===== src/bra_pkg.sv =====
// Package for the bridge ADC register access front end.
// Holds command byte layout, register selectors, reset values and lengths.
// Assumes one 125 MHz clock and a serial port driven by an outside host.
package bra_pkg;

	// Command byte fields
	localparam int CMD_WEN_BIT = 7;
	localparam int CMD_LEN_BITS = 8;
	localparam logic [1:0] DIR_WRITE = 2'h0;
	localparam logic [1:0] DIR_READ = 2'h1;
	localparam logic [1:0] DIR_CONT_START = 2'h2;
	localparam logic [1:0] DIR_CONT_STOP = 2'h3;

	// Register selectors (thirteen registers share eight selector codes)
	localparam logic [2:0] SEL_COMMAND = 3'h0;
	localparam logic [2:0] SEL_STATUS = 3'h1;
	localparam logic [2:0] SEL_DATA = 3'h2;
	localparam logic [2:0] SEL_MODE = 3'h3;
	localparam logic [2:0] SEL_DAC = 3'h5;

	// Reset values
	localparam logic [15:0] MODE_RESET = 16'h01B0;
	localparam logic [3:0] STATUS_RESET_HI = 4'hC;
	localparam logic [23:0] RESULT_RESET = 24'h000000;

	// Mode register fields
	localparam int MODE_WL_BIT = 8;
	localparam int MODE_CLOCK_OUT_DISABLE_BIT = 3;
	localparam int MODE_ECHO_LSB = 12;

	// Transfer lengths in bits
	localparam logic [4:0] LEN_CMD = 5'h08;
	localparam logic [4:0] LEN_BYTE = 5'h08;
	localparam logic [4:0] LEN_HALF = 5'h10;
	localparam logic [4:0] LEN_LONG = 5'h18;

	// Command byte as written by the host
	typedef struct packed {
		logic wen_n;
		logic zero_a;
		logic access_dir_hi;
		logic access_dir_lo;
		logic zero_b;
		logic target_sel_2;
		logic target_sel_1;
		logic target_sel_0;
	} bra_cmd_s;

	// Conversion engine report, same clock domain
	typedef struct packed {
		logic valid;
		logic [23:0] data;
		logic step_settled_flag;
		logic standby_flag;
		logic reference_missing_flag;
	} bra_adc_s;

	typedef enum logic [1:0] {ST_CMD, ST_WR, ST_RD} bra_state_e;

	// Bits moved by one transfer to the selected register
	function automatic logic [4:0] bra_xfer_len(input logic [2:0] sel,
		input logic result_width_sel);
		logic [4:0] len;
		len = LEN_LONG;
		unique case (sel)
			SEL_COMMAND, SEL_STATUS, SEL_DAC: len = LEN_BYTE;
			SEL_DATA: len = result_width_sel ? LEN_LONG : LEN_HALF;
			SEL_MODE: len = LEN_HALF;
			default: len = LEN_LONG;
		endcase
		return len;
	endfunction

endpackage


===== src/bra_shift.sv =====
// Output serialiser for the read path of the serial port.
// Assumes load and shift come from the same clock and never coincide.
`timescale 1ns/100ps
module bra_shift
	import bra_pkg::*;
#(
	parameter int W = 24
)
(
	input wire logic clk, // System clock
	input wire logic rstn, // Synchronous reset, active low
	input wire logic load, // Take a new left-justified word
	input wire logic [W-1:0] load_val, // Word to send, MSB first
	input wire logic shift, // Advance one bit
	output logic sout // Current bit on the line
);

	logic [W-1:0] word_q; // Bits still to be sent

	// Load wins; shifting pulls zeros in behind the word
	always_ff @(posedge clk)
	begin
		if (!rstn)
			word_q <= '0;
		else if (load)
			word_q <= load_val;
		else if (shift)
			word_q <= {word_q[W-2:0], 1'b0};
	end

	assign sout = word_q[W-1];

endmodule


===== src/bra_regs.sv =====
// Register access front end of a bridge ADC serial port.
// Assumes sclk, din and cs_n come from an outside host (asynchronous),
// and the conversion report comes from logic on clk.
`timescale 1ns/100ps
module bra_regs
	import bra_pkg::*;
(
	input wire logic clk, // System clock, 125 MHz
	input wire logic rstn, // Synchronous reset, active low
	input wire logic sclk, // Serial clock from host
	input wire logic din, // Serial data from host
	input wire logic cs_n, // Chip select from host, active low
	input wire bra_adc_s adc, // Conversion report
	output logic dout, // Serial data to host
	output logic [15:0] mode_q, // Mode register for analog side
	output logic clock_out_disable // Master clock output off
);

	// Pin synchronisers; the first stage feeds only the second
	logic sclk_s1_q, sclk_s2_q, sclk_s3_q;
	logic din_s1_q, din_s2_q;
	logic csn_s1_q, csn_s2_q;

	bra_state_e state_q; // Transfer state
	logic [4:0] cnt_q; // Bits done in this transfer
	logic [4:0] len_q; // Bits in this transfer
	logic [2:0] sel_q; // Target register
	logic cont_q; // Continuous read active
	logic [22:0] sh_in_q; // Bits received so far
	logic skip_q; // Hold first bit over the next fall
	logic pending_q; // Unread result waiting
	logic [23:0] result_q; // Newest conversion result
	logic settled_q, standby_q, refmiss_q; // Status flags

	logic rise, fall, cs_act, done;
	logic [23:0] word_in; // Full received word incl. current bit
	bra_cmd_s cmd; // Received byte seen as a command
	logic [2:0] next_sel;
	logic go_read;
	logic [7:0] status_byte;
	logic [23:0] rd_word;
	logic load;

	// Two flops on every pin, third only on sclk for edges
	always_ff @(posedge clk)
	begin
		if (!rstn)
		begin
			// Serial clock idles high; a low reset value would fake a rise
			sclk_s1_q <= 1'b1;
			sclk_s2_q <= 1'b1;
			sclk_s3_q <= 1'b1;
			din_s1_q <= 1'b0;
			din_s2_q <= 1'b0;
			csn_s1_q <= 1'b1;
			csn_s2_q <= 1'b1;
		end
		else
		begin
			sclk_s1_q <= sclk;
			sclk_s2_q <= sclk_s1_q;
			sclk_s3_q <= sclk_s2_q;
			din_s1_q <= din;
			din_s2_q <= din_s1_q;
			csn_s1_q <= cs_n;
			csn_s2_q <= csn_s1_q;
		end
	end

	assign cs_act = !csn_s2_q;
	assign rise = cs_act && sclk_s2_q && !sclk_s3_q;
	assign fall = cs_act && !sclk_s2_q && sclk_s3_q;
	assign done = rise && (cnt_q == len_q - 5'h01);
	assign word_in = {sh_in_q, din_s2_q};
	assign cmd = word_in[7:0];

	// Status byte: ready is low while a result waits
	assign status_byte = {!pending_q, settled_q, standby_q, refmiss_q,
		mode_q[MODE_ECHO_LSB+3:MODE_ECHO_LSB]};

	// Target of the word about to be sent
	assign next_sel = (state_q == ST_CMD) ?
		{cmd.target_sel_2, cmd.target_sel_1, cmd.target_sel_0} : sel_q;

	// Read words are left-justified; unmodelled registers read zero
	always_comb
	begin
		rd_word = 24'h000000;
		unique case (next_sel)
			SEL_STATUS: rd_word = {status_byte, 16'h0000};
			SEL_DATA: rd_word = mode_q[MODE_WL_BIT] ? result_q
				: {result_q[23:8], 8'h00};
			SEL_MODE: rd_word = {mode_q, 8'h00};
			default: rd_word = 24'h000000;
		endcase
	end

	// A read word is loaded when a read command or a continuous word completes, and while deselected in continuous mode
	assign go_read = (state_q == ST_CMD) && !cmd.wen_n
		&& ({cmd.access_dir_hi, cmd.access_dir_lo} == DIR_READ
		|| {cmd.access_dir_hi, cmd.access_dir_lo} == DIR_CONT_START);
	assign load = (!cs_act && cont_q)
		|| (done && (go_read || (state_q == ST_RD && cont_q
		&& word_in[7:0] != {2'b00, DIR_CONT_STOP, 1'b0, SEL_DATA})));

	// Incoming bits shift in on each rising serial edge
	always_ff @(posedge clk)
	begin
		if (!rstn)
			sh_in_q <= '0;
		else if (rise)
			sh_in_q <= word_in[22:0];
	end

	// Transfer sequencing: command, then one addressed transfer, or data words until the stop byte in continuous read
	always_ff @(posedge clk)
	begin
		if (!rstn)
		begin
			state_q <= ST_CMD;
			cnt_q <= 5'h00;
			len_q <= LEN_CMD;
			sel_q <= SEL_COMMAND;
			cont_q <= 1'b0;
		end
		else if (!cs_act)
		begin
			// Deselect aborts a word; continuous read resumes later
			cnt_q <= 5'h00;
			state_q <= cont_q ? ST_RD : ST_CMD;
			len_q <= cont_q ? bra_xfer_len(SEL_DATA, mode_q[MODE_WL_BIT])
				: LEN_CMD;
		end
		else if (done)
		begin
			cnt_q <= 5'h00;
			unique case (state_q)
				ST_CMD:
				begin
					// Bytes with the enable bit high are dropped
					sel_q <= next_sel;
					len_q <= bra_xfer_len(next_sel, mode_q[MODE_WL_BIT]);
					if (cmd.wen_n || next_sel == SEL_COMMAND)
						len_q <= LEN_CMD;
					else
						unique case ({cmd.access_dir_hi, cmd.access_dir_lo})
							DIR_WRITE: state_q <= ST_WR;
							DIR_READ: state_q <= ST_RD;
							DIR_CONT_START:
							begin
								state_q <= ST_RD;
								cont_q <= 1'b1;
							end
							DIR_CONT_STOP:
							begin
								cont_q <= 1'b0;
								len_q <= LEN_CMD;
							end
						endcase
				end
				ST_WR:
				begin
					state_q <= ST_CMD;
					len_q <= LEN_CMD;
				end
				ST_RD:
				begin
					// Stop byte sent during a continuous word ends it
					if (!cont_q || !load)
					begin
						state_q <= ST_CMD;
						len_q <= LEN_CMD;
						cont_q <= 1'b0;
					end
				end
				default:
				begin
					state_q <= ST_CMD;
					len_q <= LEN_CMD;
				end
			endcase
		end
		else if (rise)
			cnt_q <= cnt_q + 5'h01;
	end

	// The first bit already sits on dout after a load, so skip one fall
	always_ff @(posedge clk)
	begin
		if (!rstn)
			skip_q <= 1'b0;
		else if (load)
			skip_q <= 1'b1;
		else if (fall)
			skip_q <= 1'b0;
	end

	// Read path serialiser; its output bit is a flop
	bra_shift #(.W(24)) u_shift (
		.clk(clk),
		.rstn(rstn),
		.load(load),
		.load_val(rd_word),
		.shift(fall && !skip_q && !load),
		.sout(dout)
	);

	// Mode register, written only through the serial port
	always_ff @(posedge clk)
	begin
		if (!rstn)
			mode_q <= MODE_RESET;
		else if (done && state_q == ST_WR && sel_q == SEL_MODE)
			mode_q <= word_in[15:0];
	end

	assign clock_out_disable = mode_q[MODE_CLOCK_OUT_DISABLE_BIT];

	// Newest result always replaces the old one
	always_ff @(posedge clk)
	begin
		if (!rstn)
			result_q <= RESULT_RESET;
		else if (adc.valid)
			result_q <= adc.data;
	end

	// Unread flag: a new result wins over the clearing read
	always_ff @(posedge clk)
	begin
		if (!rstn)
			pending_q <= 1'b0;
		else if (adc.valid)
			pending_q <= 1'b1;
		else if (done && state_q == ST_RD && sel_q == SEL_DATA)
			pending_q <= 1'b0;
	end

	// Status flags copied from the conversion side
	always_ff @(posedge clk)
	begin
		if (!rstn)
		begin
			settled_q <= STATUS_RESET_HI[2];
			standby_q <= STATUS_RESET_HI[1];
			refmiss_q <= STATUS_RESET_HI[0];
		end
		else
		begin
			settled_q <= adc.step_settled_flag;
			standby_q <= adc.standby_flag;
			refmiss_q <= adc.reference_missing_flag;
		end
	end

	// Checks
	property p_status_reset;
		@(posedge clk) !rstn |=> status_byte[7:4] == STATUS_RESET_HI;
	endproperty
	a_status_reset: assert property (p_status_reset)
		else $error("status upper nibble wrong after reset");

	property p_mode_reset;
		@(posedge clk) !rstn |=> mode_q == MODE_RESET;
	endproperty
	a_mode_reset: assert property (p_mode_reset)
		else $error("mode register wrong after reset");

	property p_result_reset;
		@(posedge clk) !rstn ##1 (rstn && !$past(adc.valid))
			|-> result_q == RESULT_RESET;
	endproperty
	a_result_reset: assert property (p_result_reset)
		else $error("result register not zero after reset");

	property p_wait_cmd;
		@(posedge clk) !rstn |=> state_q == ST_CMD && len_q == LEN_CMD;
	endproperty
	a_wait_cmd: assert property (p_wait_cmd)
		else $error("not waiting for command after reset");

	property p_cmd_read;
		@(posedge clk) disable iff (!rstn)
		(done && state_q == ST_CMD && !cmd.wen_n && next_sel != SEL_COMMAND
		&& {cmd.access_dir_hi, cmd.access_dir_lo} == DIR_READ)
		|=> state_q == ST_RD && dout == $past(rd_word[23]);
	endproperty
	a_cmd_read: assert property (p_cmd_read)
		else $error("read command did not start a read");

	property p_return;
		@(posedge clk) disable iff (!rstn)
		(done && state_q != ST_CMD && !cont_q) |=> state_q == ST_CMD;
	endproperty
	a_return: assert property (p_return)
		else $error("did not return to command wait");

	property p_short_len;
		@(posedge clk) disable iff (!rstn)
		(done && state_q == ST_CMD && go_read && next_sel == SEL_DATA
		&& !mode_q[MODE_WL_BIT]) |=> len_q == LEN_HALF;
	endproperty
	a_short_len: assert property (p_short_len)
		else $error("short result length not used");

	property p_cmd_count;
		@(posedge clk) disable iff (!rstn)
		state_q == ST_CMD |-> cnt_q < LEN_CMD;
	endproperty
	a_cmd_count: assert property (p_cmd_count)
		else $error("command byte longer than eight bits");

	property p_clock_out_disable;
		@(posedge clk) disable iff (!rstn)
		(done && state_q == ST_WR && sel_q == SEL_MODE)
		|=> clock_out_disable == $past(word_in[MODE_CLOCK_OUT_DISABLE_BIT]);
	endproperty
	a_clock_out_disable: assert property (p_clock_out_disable)
		else $error("clock output disable not taken from mode write");

	property p_data_clear;
		@(posedge clk) disable iff (!rstn)
		(done && state_q == ST_RD && sel_q == SEL_DATA && !adc.valid)
		|=> !pending_q;
	endproperty
	a_data_clear: assert property (p_data_clear)
		else $error("result read did not clear ready");

	c_cont: cover property (@(posedge clk) disable iff (!rstn)
		$rose(cont_q));
	c_mode_wr: cover property (@(posedge clk) disable iff (!rstn)
		done && state_q == ST_WR && sel_q == SEL_MODE);
	c_data_rd: cover property (@(posedge clk) disable iff (!rstn)
		done && state_q == ST_RD && sel_q == SEL_DATA);

endmodule


===== config.mk =====
export PLATFORM = sky130hd
export DESIGN_NAME = bra_regs
export DESIGN_NICKNAME = d
export VERILOG_FILES = /design/src/bra_pkg.sv /design/src/bra_shift.sv /design/src/bra_regs.sv
export SDC_FILE = /design/constraint.sdc
export NUM_CORES = 1
export LEC_CHECK = 0
export BUFFER_PORTS_ARGS = -buffer_cell sky130_fd_sc_hd__buf_2
export CAP_MARGIN = 0
export CELL_PAD_IN_SITES_DETAIL_PLACEMENT = 0
export CELL_PAD_IN_SITES_GLOBAL_PLACEMENT = 1
export CORE_MARGIN = 2
export CORE_UTILIZATION = 40
export DETAILED_ROUTE_END_ITERATION = 6
export PLACE_DENSITY = 0.74
export SETUP_SLACK_MARGIN = 0.1
export SLEW_MARGIN = 40
export SYNTH_ARGS = -nofsm -noshare
export SYNTH_HDL_FRONTEND = slang
export SYNTH_SLANG_ARGS = --single-unit

===== constraint.sdc =====
create_clock -name clk -period 2.1 [get_ports clk]
set_clock_uncertainty 0.1 [all_clocks]
set_input_delay 0.105 -clock clk [delete_from_list [all_inputs] [get_ports clk]]
set_output_delay 0.105 -clock clk [all_outputs]
set_load 0.01 [all_outputs]

# Yosys cells after proc, flatten, opt, wreduce, memory -nomap -nowiden
# Cells that the tools add are included.
[op_classes] add_sub_neg=2 eq_ne=19 muxes=29 n_bitwise=2 reduce_logical=45
[ops] operator="$pmux 24 s3" count=1
[ops] operator="$mux 24" count=2
[ops] operator="$mux 5" count=6
[ops] operator="$logic_and 1x1->1" count=17
[ops] operator="$pmux 5 s3" count=1
[ops] operator="$eq 3x2->1 const B" count=4
[ops] operator="$mux 2" count=5
[ops] operator="$pmux 5 s2" count=1
[ops] operator="$reduce_bool 2->1" count=5
[ops] operator="$logic_not 1->1" count=8
[ops] operator="$mux 8" count=1
[ops] operator="$ne 8x6->1 const B" count=1
[ops] operator="$pmux 2 s2" count=2
[ops] operator="$eq 2x2->1 const B" count=3
[ops] operator="$mux 1" count=6
[ops] operator="$ne 3x3->1 const B" count=2
[ops] operator="$reduce_and 6->1" count=1
[ops] operator="$reduce_or 3->1" count=2
[ops] operator="$add 5x1->5 const B" count=1
[ops] operator="$eq 5x5->1" count=1
[ops] operator="$logic_or 1x1->1" count=5
[ops] operator="$sub 5x1->5 const B" count=1
[ops] operator="$eq 2x1->1 const B" count=2
[ops] operator="$logic_not 2->1" count=2
[ops] operator="14 further kinds" count=17
[totals] register_bits=107 out_inout_bits=18 wordCells=118

# Depth between registers and ports, before layout
[logic_depth] depth_word=12 ltp_mapped=8 ltp_nobuf=7

# Modules after synthesis
# Synthesis repeated with hierarchy kept, for this count alone.
[hier_totals] hier_cells=519 area_unflattened_um2=4923.5
[modules_own_cells] mod="bra_regs" instances=1 cells_each=413 area_per_inst_um2=3651.0 seq_area_each_um2=1601.5
[modules_own_cells] mod="bra_shift" instances=1 cells_each=106 area_per_inst_um2=1272.5 seq_area_each_um2=480.5

# Worst setup path before layout
# Ideal clock, no wire load.
[synth_path] path_type="register -> register" startpoint="register cnt_q[0]" endpoint="register u_shift.word_q[13]" t_arrival_ns=1.919 path_slack_ns=-0.034 stages_incl_launch_ff=9 period_less_slack_ns=2.134 path_cell_list="dfxtp_1 -> ha_1 -> and4b_1 -> nor2b_1 -> o2111ai_4 -> and2_1 -> buf_6 -> buf_6 -> a31o_1"
[synth_via] elab_chain_len=7 word_cells_on_any_way=8 classes_between="1 x eq/ne; 1 x mux; 6 x reduce/logical"
[synth_rtl] item="start, declared" line="bra_regs.sv:25" text="logic [4:0] cnt_q;"
[synth_rtl] item="start signal, assigned" line="bra_regs.sv:184" text="cnt_q <= cnt_q + 5'h01;"
[synth_rtl] item="$eq 5x5->1 *" line="bra_regs.sv:73" text="assign done = rise && (cnt_q == len_q - 5'h01);"
[synth_rtl] item="$logic_and 1x1->1 *" line="bra_regs.sv:73"
[synth_rtl] item="$logic_and 1x1->1 *" line="bra_regs.sv:103" text="|| (done && (go_read || (state_q == ST_RD && cont_q"
[synth_rtl] item="$logic_or 1x1->1 *" line="bra_regs.sv:103"
[synth_rtl] item="$logic_not 1->1" line="bra_regs.sv:204" text=".shift(fall && !skip_q && !load),"
[synth_rtl] item="$logic_and 1x1->1" line="bra_regs.sv:204"
[synth_rtl] item="$reduce_bool 2->1 (no source line)"
[synth_rtl] item="end signal, assigned" line="bra_shift.sv:26" text="word_q <= load_val;"
[synth_rtl] item="end signal, assigned" line="bra_shift.sv:28" text="word_q <= {word_q[W-2:0], 1'b0};"
[synth_rtl] item="end, declared" line="bra_shift.sv:18" text="logic [W-1:0] word_q;"
# Mark *: on every way between the ends. The rest lies on a longest branch, timed or not.
# A chain may end at the register's enable or synchronous reset.

# Final worst setup path
[layout_path] startpoint="register din_s2_q" endpoint="register u_shift.word_q[8]"
[layout_via] elab_chain_len=8 word_cells_on_any_way=14 classes_between="4 x eq/ne; 3 x mux; 7 x reduce/logical"
[layout_rtl] item="start, declared" line="bra_regs.sv:21" text="logic din_s1_q, din_s2_q;"
[layout_rtl] item="start signal, assigned" line="bra_regs.sv:64" text="din_s2_q <= din_s1_q;"
[layout_rtl] item="$ne 8x6->1" line="bra_regs.sv:104" text="&& word_in[7:0] != {2'b00, DIR_CONT_STOP, 1'b0, SEL_DATA})));"
[layout_rtl] item="$logic_and 1x1->1" line="bra_regs.sv:104"
[layout_rtl] item="$logic_or 1x1->1" line="bra_regs.sv:103"
[layout_rtl] item="$logic_and 1x1->1" line="bra_regs.sv:103"
[layout_rtl] item="$logic_or 1x1->1" line="bra_regs.sv:103"
[layout_rtl] item="$logic_not 1->1" line="bra_regs.sv:204"
[layout_rtl] item="$logic_and 1x1->1" line="bra_regs.sv:204"
[layout_rtl] item="$reduce_bool 2->1 (no source line)"
# Several ways; a longest one is shown, not always the timed one.

==> metrics.log <==
INFO  metric cts_tree = built
INFO  metric detailed_place_hpwl = 7460 um
INFO  metric critPathCaptureType = register
INFO  metric setup_viol = 16
INFO  metric r2r.worst_path.cells = 7
INFO  metric multi_input_comb_area = 2420 um2
INFO  metric route.vias.total = 3978
INFO  metric cts.clk_slew.worst_paths = 0.07 ns
INFO  metric placement.cell_area = 5180 um2
INFO  metric drt_drc_violations_left = 1
INFO  metric outcome = complete, but fails checks
INFO  metric flop_to_flop_setup_slack = -0.06 ns
INFO  metric floorplan.io_pins = 51
INFO  metric detail_route.vias_per_cell = 5.33
INFO  metric utilization = 53.3%
INFO  metric area_growth_syn_to_layout = 31.6%
INFO  metric grt_use_total = 18.3%
INFO  metric post_synth_instance_area = 4570 um2
INFO  metric hold_slack = 0.0432 ns
INFO  metric final-max-slew-violation-count = 0
INFO  metric critical-path-max-stage-delay = 0.54 ns
INFO  metric max_cap_viol_count = 0
INFO  metric syn-num-nets = 542
INFO  metric core_area = 11300 um2
INFO  metric min_path_cells = 2
INFO  metric drt-pass1-iter-count = 7
INFO  metric number_of_synthesized_flops_with_an_enable_pin = 0
INFO  metric worst_hold_path_type = input port to register
INFO  metric clock_tree.htree_level_count = 3
INFO  metric worst_slew_margin_rel = 54.3%
INFO  metric drt_iter0_drc = 190
INFO  metric critical_path.cell_chain = or4_4 -> o211a_1 -> o2111ai_4 -> buf_12 -> clkbuf_16 -> a221oi_2 -> a31o_2
INFO  metric setup_repair_after_global_routing_missed_its_margin = true
INFO  metric post_synth.cell_area_avg = 9.05 um2
INFO  metric cts_max_path_bufs = 2
INFO  metric synthesis.yosys.warnings = 0
INFO  metric critPathMaxFanout = 6
INFO  metric violations = DRC, setup timing
INFO  metric compound_gate_fraction_of_synth_area = 16.4%
INFO  metric die-area = 12300 um2
INFO  metric cts_made_buffers = 9
INFO  metric worst-endpoint-arrival = 2.31 ns
INFO  metric routed_wirelength = 11500 um
INFO  metric maximum_clock_rate = 462 MHz
INFO  metric design_area = 6010 um2
INFO  metric hp-start = rstn
INFO  metric gr_ovfl_total = 0
INFO  metric power_leakage = 2.39 nW
INFO  metric initial_core_util = 40.5%
INFO  metric timing_hold_violations_final = 0
INFO  metric synthSimpleGateAreaFrac = 18.9%
INFO  metric fin_tns_setup = -0.468 ns
INFO  metric syn-instance-count = 505
INFO  metric yosysUniqueCellTypes = 53
INFO  metric synth_top_family_by_area = simple AND/OR/NAND/NOR gates
INFO  metric placement_rows = 39
INFO  metric start_kind = register
INFO  metric grt_antenna_before_repair = 0
INFO  metric fillerInstances = 1028
INFO  metric min_period = 2.16 ns
INFO  metric final.setup.worst_slack = -0.0642 ns
INFO  metric post_route_cells_drive_above_1_share = 27.0%
INFO  metric grt_first_pass_wirelength = 18400 um
INFO  metric timing.critical_path.max_delay_family = compound AO/OA/AOI/OAI gates
INFO  metric wl_per_cell = 15.5 um
INFO  metric worst_skew_pair.late_latency = 0.35 ns
INFO  metric buffers_plus_inverters_on_the_worst_setup_path = 2
INFO  metric ant_nets = 0
INFO  metric synth-async-reset-ratio = 0%
INFO  metric holdPathEnd = sclk_s2_q$_SDFF_PN1_
INFO  metric ff_latch_area = 2090 um2
INFO  metric worst-slew-pin-transition = 0.681 ns
INFO  metric power_density = 649 nW/um2
INFO  metric vdd_drop_max = 699 uV
INFO  metric clockRootBuffer = clkbuf_16
INFO  metric finalNetCount = 635
INFO  metric synthMuxAreaShare = 12.2%
INFO  metric place_congestion = 0.803
INFO  metric synth-main-ff-cell = dfxtp_1
INFO  metric yosys.area_share.xor_xnor = 0.958%
INFO  metric grt_max_degree = 38
INFO  metric period_share = 103%
INFO  metric antennaDiodeCount = 0
INFO  metric worst-setup-path-type = register to register
INFO  metric cp_slowest_cell = or4_4
INFO  metric die_x = 111 um
INFO  metric synth-adder-area-share = 1.10%
INFO  metric r2r_end = u_shift.word_q[8]$_SDFFE_PN0P_
INFO  metric ys_seq_area_share = 45.6%
INFO  metric ys_ff_latch = 104
INFO  metric via_count_of_the_first_global_routing_pass = 3734
INFO  metric die-height = 111 um
INFO  metric required = 2.24 ns
INFO  metric io_buffer_count = 50
INFO  metric cts.sinks = 104
INFO  metric startpoint_of_the_lowest_slack_register_to_register_path = din_s2_q$_SDFF_PN0_
==> cell type report <==
cell class	instances	share of cell area, %
multi-input combinational	354	40.2
sequential	104	34.8
timing repair buffer	122	16.7
clock buffer	12	4.43
tap	143	2.98
clock inverter	4	0.458
inverter	7	0.437
==> power breakdown <==
| part | total, mW | internal, mW | switching [mW] |
|---|---|---|---|
| clock network | 1.64 | 0.902 | 0.735 |
| registers | 2.03 | 2.01 | 0.0225 |
| logic | 0.235 | 0.122 | 0.112 |
| total | 3.90 | 3.03 | 0.870 |
==> per-stage QoR <==
step / setup slack, ns / instances / power, mW
after floorplan: 0.00133 / 505 / 2.18
after global placement: 0.0244 / 691 / 2.26
after detailed placement: -0.0249 / 691 / 2.27
after CTS: -0.0367 / 737 / 3.94
after global routing: -0.107 / 746 / 4.04
final: -0.0642 / 746 / 3.90
==> sequential cells by signal, indices dropped and copies added (netlist names), 2 cells and up <==
name,cells
result_q,24
u_shift.word_q,24
mode_q,16
sh_in_q,15
cnt_q,5
sel_q,3
len_q,2
state_q,2
==> layout by cell type (no fill, tap or decap), types with 3 or more instances in the layout <==
master,Yosys,routed
buf_12,0,7
a31o_2,5,5
o211ai_1,4,4
a21oi_1,22,20
o21ai_0,26,18
nand2b_1,10,10
a211oi_1,8,8
a221oi_2,0,8
o21ai_1,1,9
dfxtp_2,0,4
a31o_1,3,3
inv_1,6,6
a22o_1,8,8
dfxtp_1,104,98
clkbuf_8,0,3
buf_4,2,29
buf_2,3,50
nand2_1,84,83
clkbuf_16,0,11
and2_1,6,5
xor2_1,4,4
nand3_1,14,13
buf_6,4,4
dlygate4sd3_1,0,30
nand4_1,10,10
mux2i_1,39,39
a222oi_1,8,8
ha_1,4,3
nor2_1,39,39
mux2_2,15,15
nor3_1,3,3
==> repair_timing <==
| action | in CTS | in global routing |
|---|---|---|
| hold endpoints to repair | 30 | 0 |
| gates resized for setup | 5 | 27 |
| setup endpoints to repair | 26 | 39 |
| hold buffers | 30 | 0 |
| pin swaps | 9 | 25 |
| gates cloned | 0 | 4 |
| buffers inserted | 0 | 5 |
==> metal layers <==
layer	vias up	part of all wire, %	global-route usage [%]
met3	14	5.1	5.08
li1	1979	-	-
met5	-	0	0
met1	1865	45	24.3
met4	0	1.7	6.50
met2	120	48	28.6
==> logic make-up (layout without fill, tap and decap cells) <==
logic type,Yosys count,in the layout
AO/OA/AOI/OAI,106,106
XOR/XNOR,5,5
adder cells (fa/ha/maj),4,4
buffers and inverters,48,145
flip-flops,104,104
multiplexers,54,54
AND/OR/NAND/NOR,184,185
==> synth_stat cells, types with 8 or more instances <==
library cell | number | area, um2
a222oi_1 | 8 | 80.1
a22o_1 | 8 | 70.1
nand2_1 | 84 | 315
dfxtp_1 | 104 | 2080
clkbuf_1 | 27 | 101
o21ai_0 | 26 | 130
nand4_1 | 10 | 62.6
nor2_1 | 39 | 146
a21oi_1 | 22 | 110
a211oi_1 | 8 | 60.1
a221oi_1 | 9 | 78.8
nand2b_1 | 10 | 62.6
nand3_1 | 14 | 70.1
mux2i_1 | 39 | 390
mux2_2 | 15 | 169
==> worst reg2reg max path, stage by stage (launching register included) <==
cell and delay, ns:
dfxtp_2 0.32, or4_4 0.54, o211a_1 0.28, o2111ai_4 0.22, buf_12 0.17, clkbuf_16 0.16, a221oi_2 0.06, a31o_2 0.22
==> how the worst max path moves through the flow <==
| stage | from | to | slack, ns | depth (start not counted) |
|---|---|---|---|---|
| 2_1_floorplan | sh_in_q[6]$_SDFFE_PN0P_ | u_shift.word_q[18]$_SDFFE_PN0P_ | 0.001 | 8 |
| 3_3_place_gp | sh_in_q[2]$_SDFFE_PN0P_ | u_shift.word_q[7]$_SDFFE_PN0P_ | 0.02 | 5 |
| 3_5_place_dp | sh_in_q[2]$_SDFFE_PN0P_ | u_shift.word_q[19]$_SDFFE_PN0P_ | -0.02 | 6 |
| 4_1_cts | sh_in_q[2]$_SDFFE_PN0P_ | u_shift.word_q[19]$_SDFFE_PN0P_ | -0.04 | 6 |
| 5_1_grt | din_s2_q$_SDFF_PN0_ | u_shift.word_q[18]$_SDFFE_PN0P_ | -0.11 | 7 |
| 6_report | din_s2_q$_SDFF_PN0_ | u_shift.word_q[8]$_SDFFE_PN0P_ | -0.06 | 7 |
No activity file was read; power rests on OpenSTA's default activity.
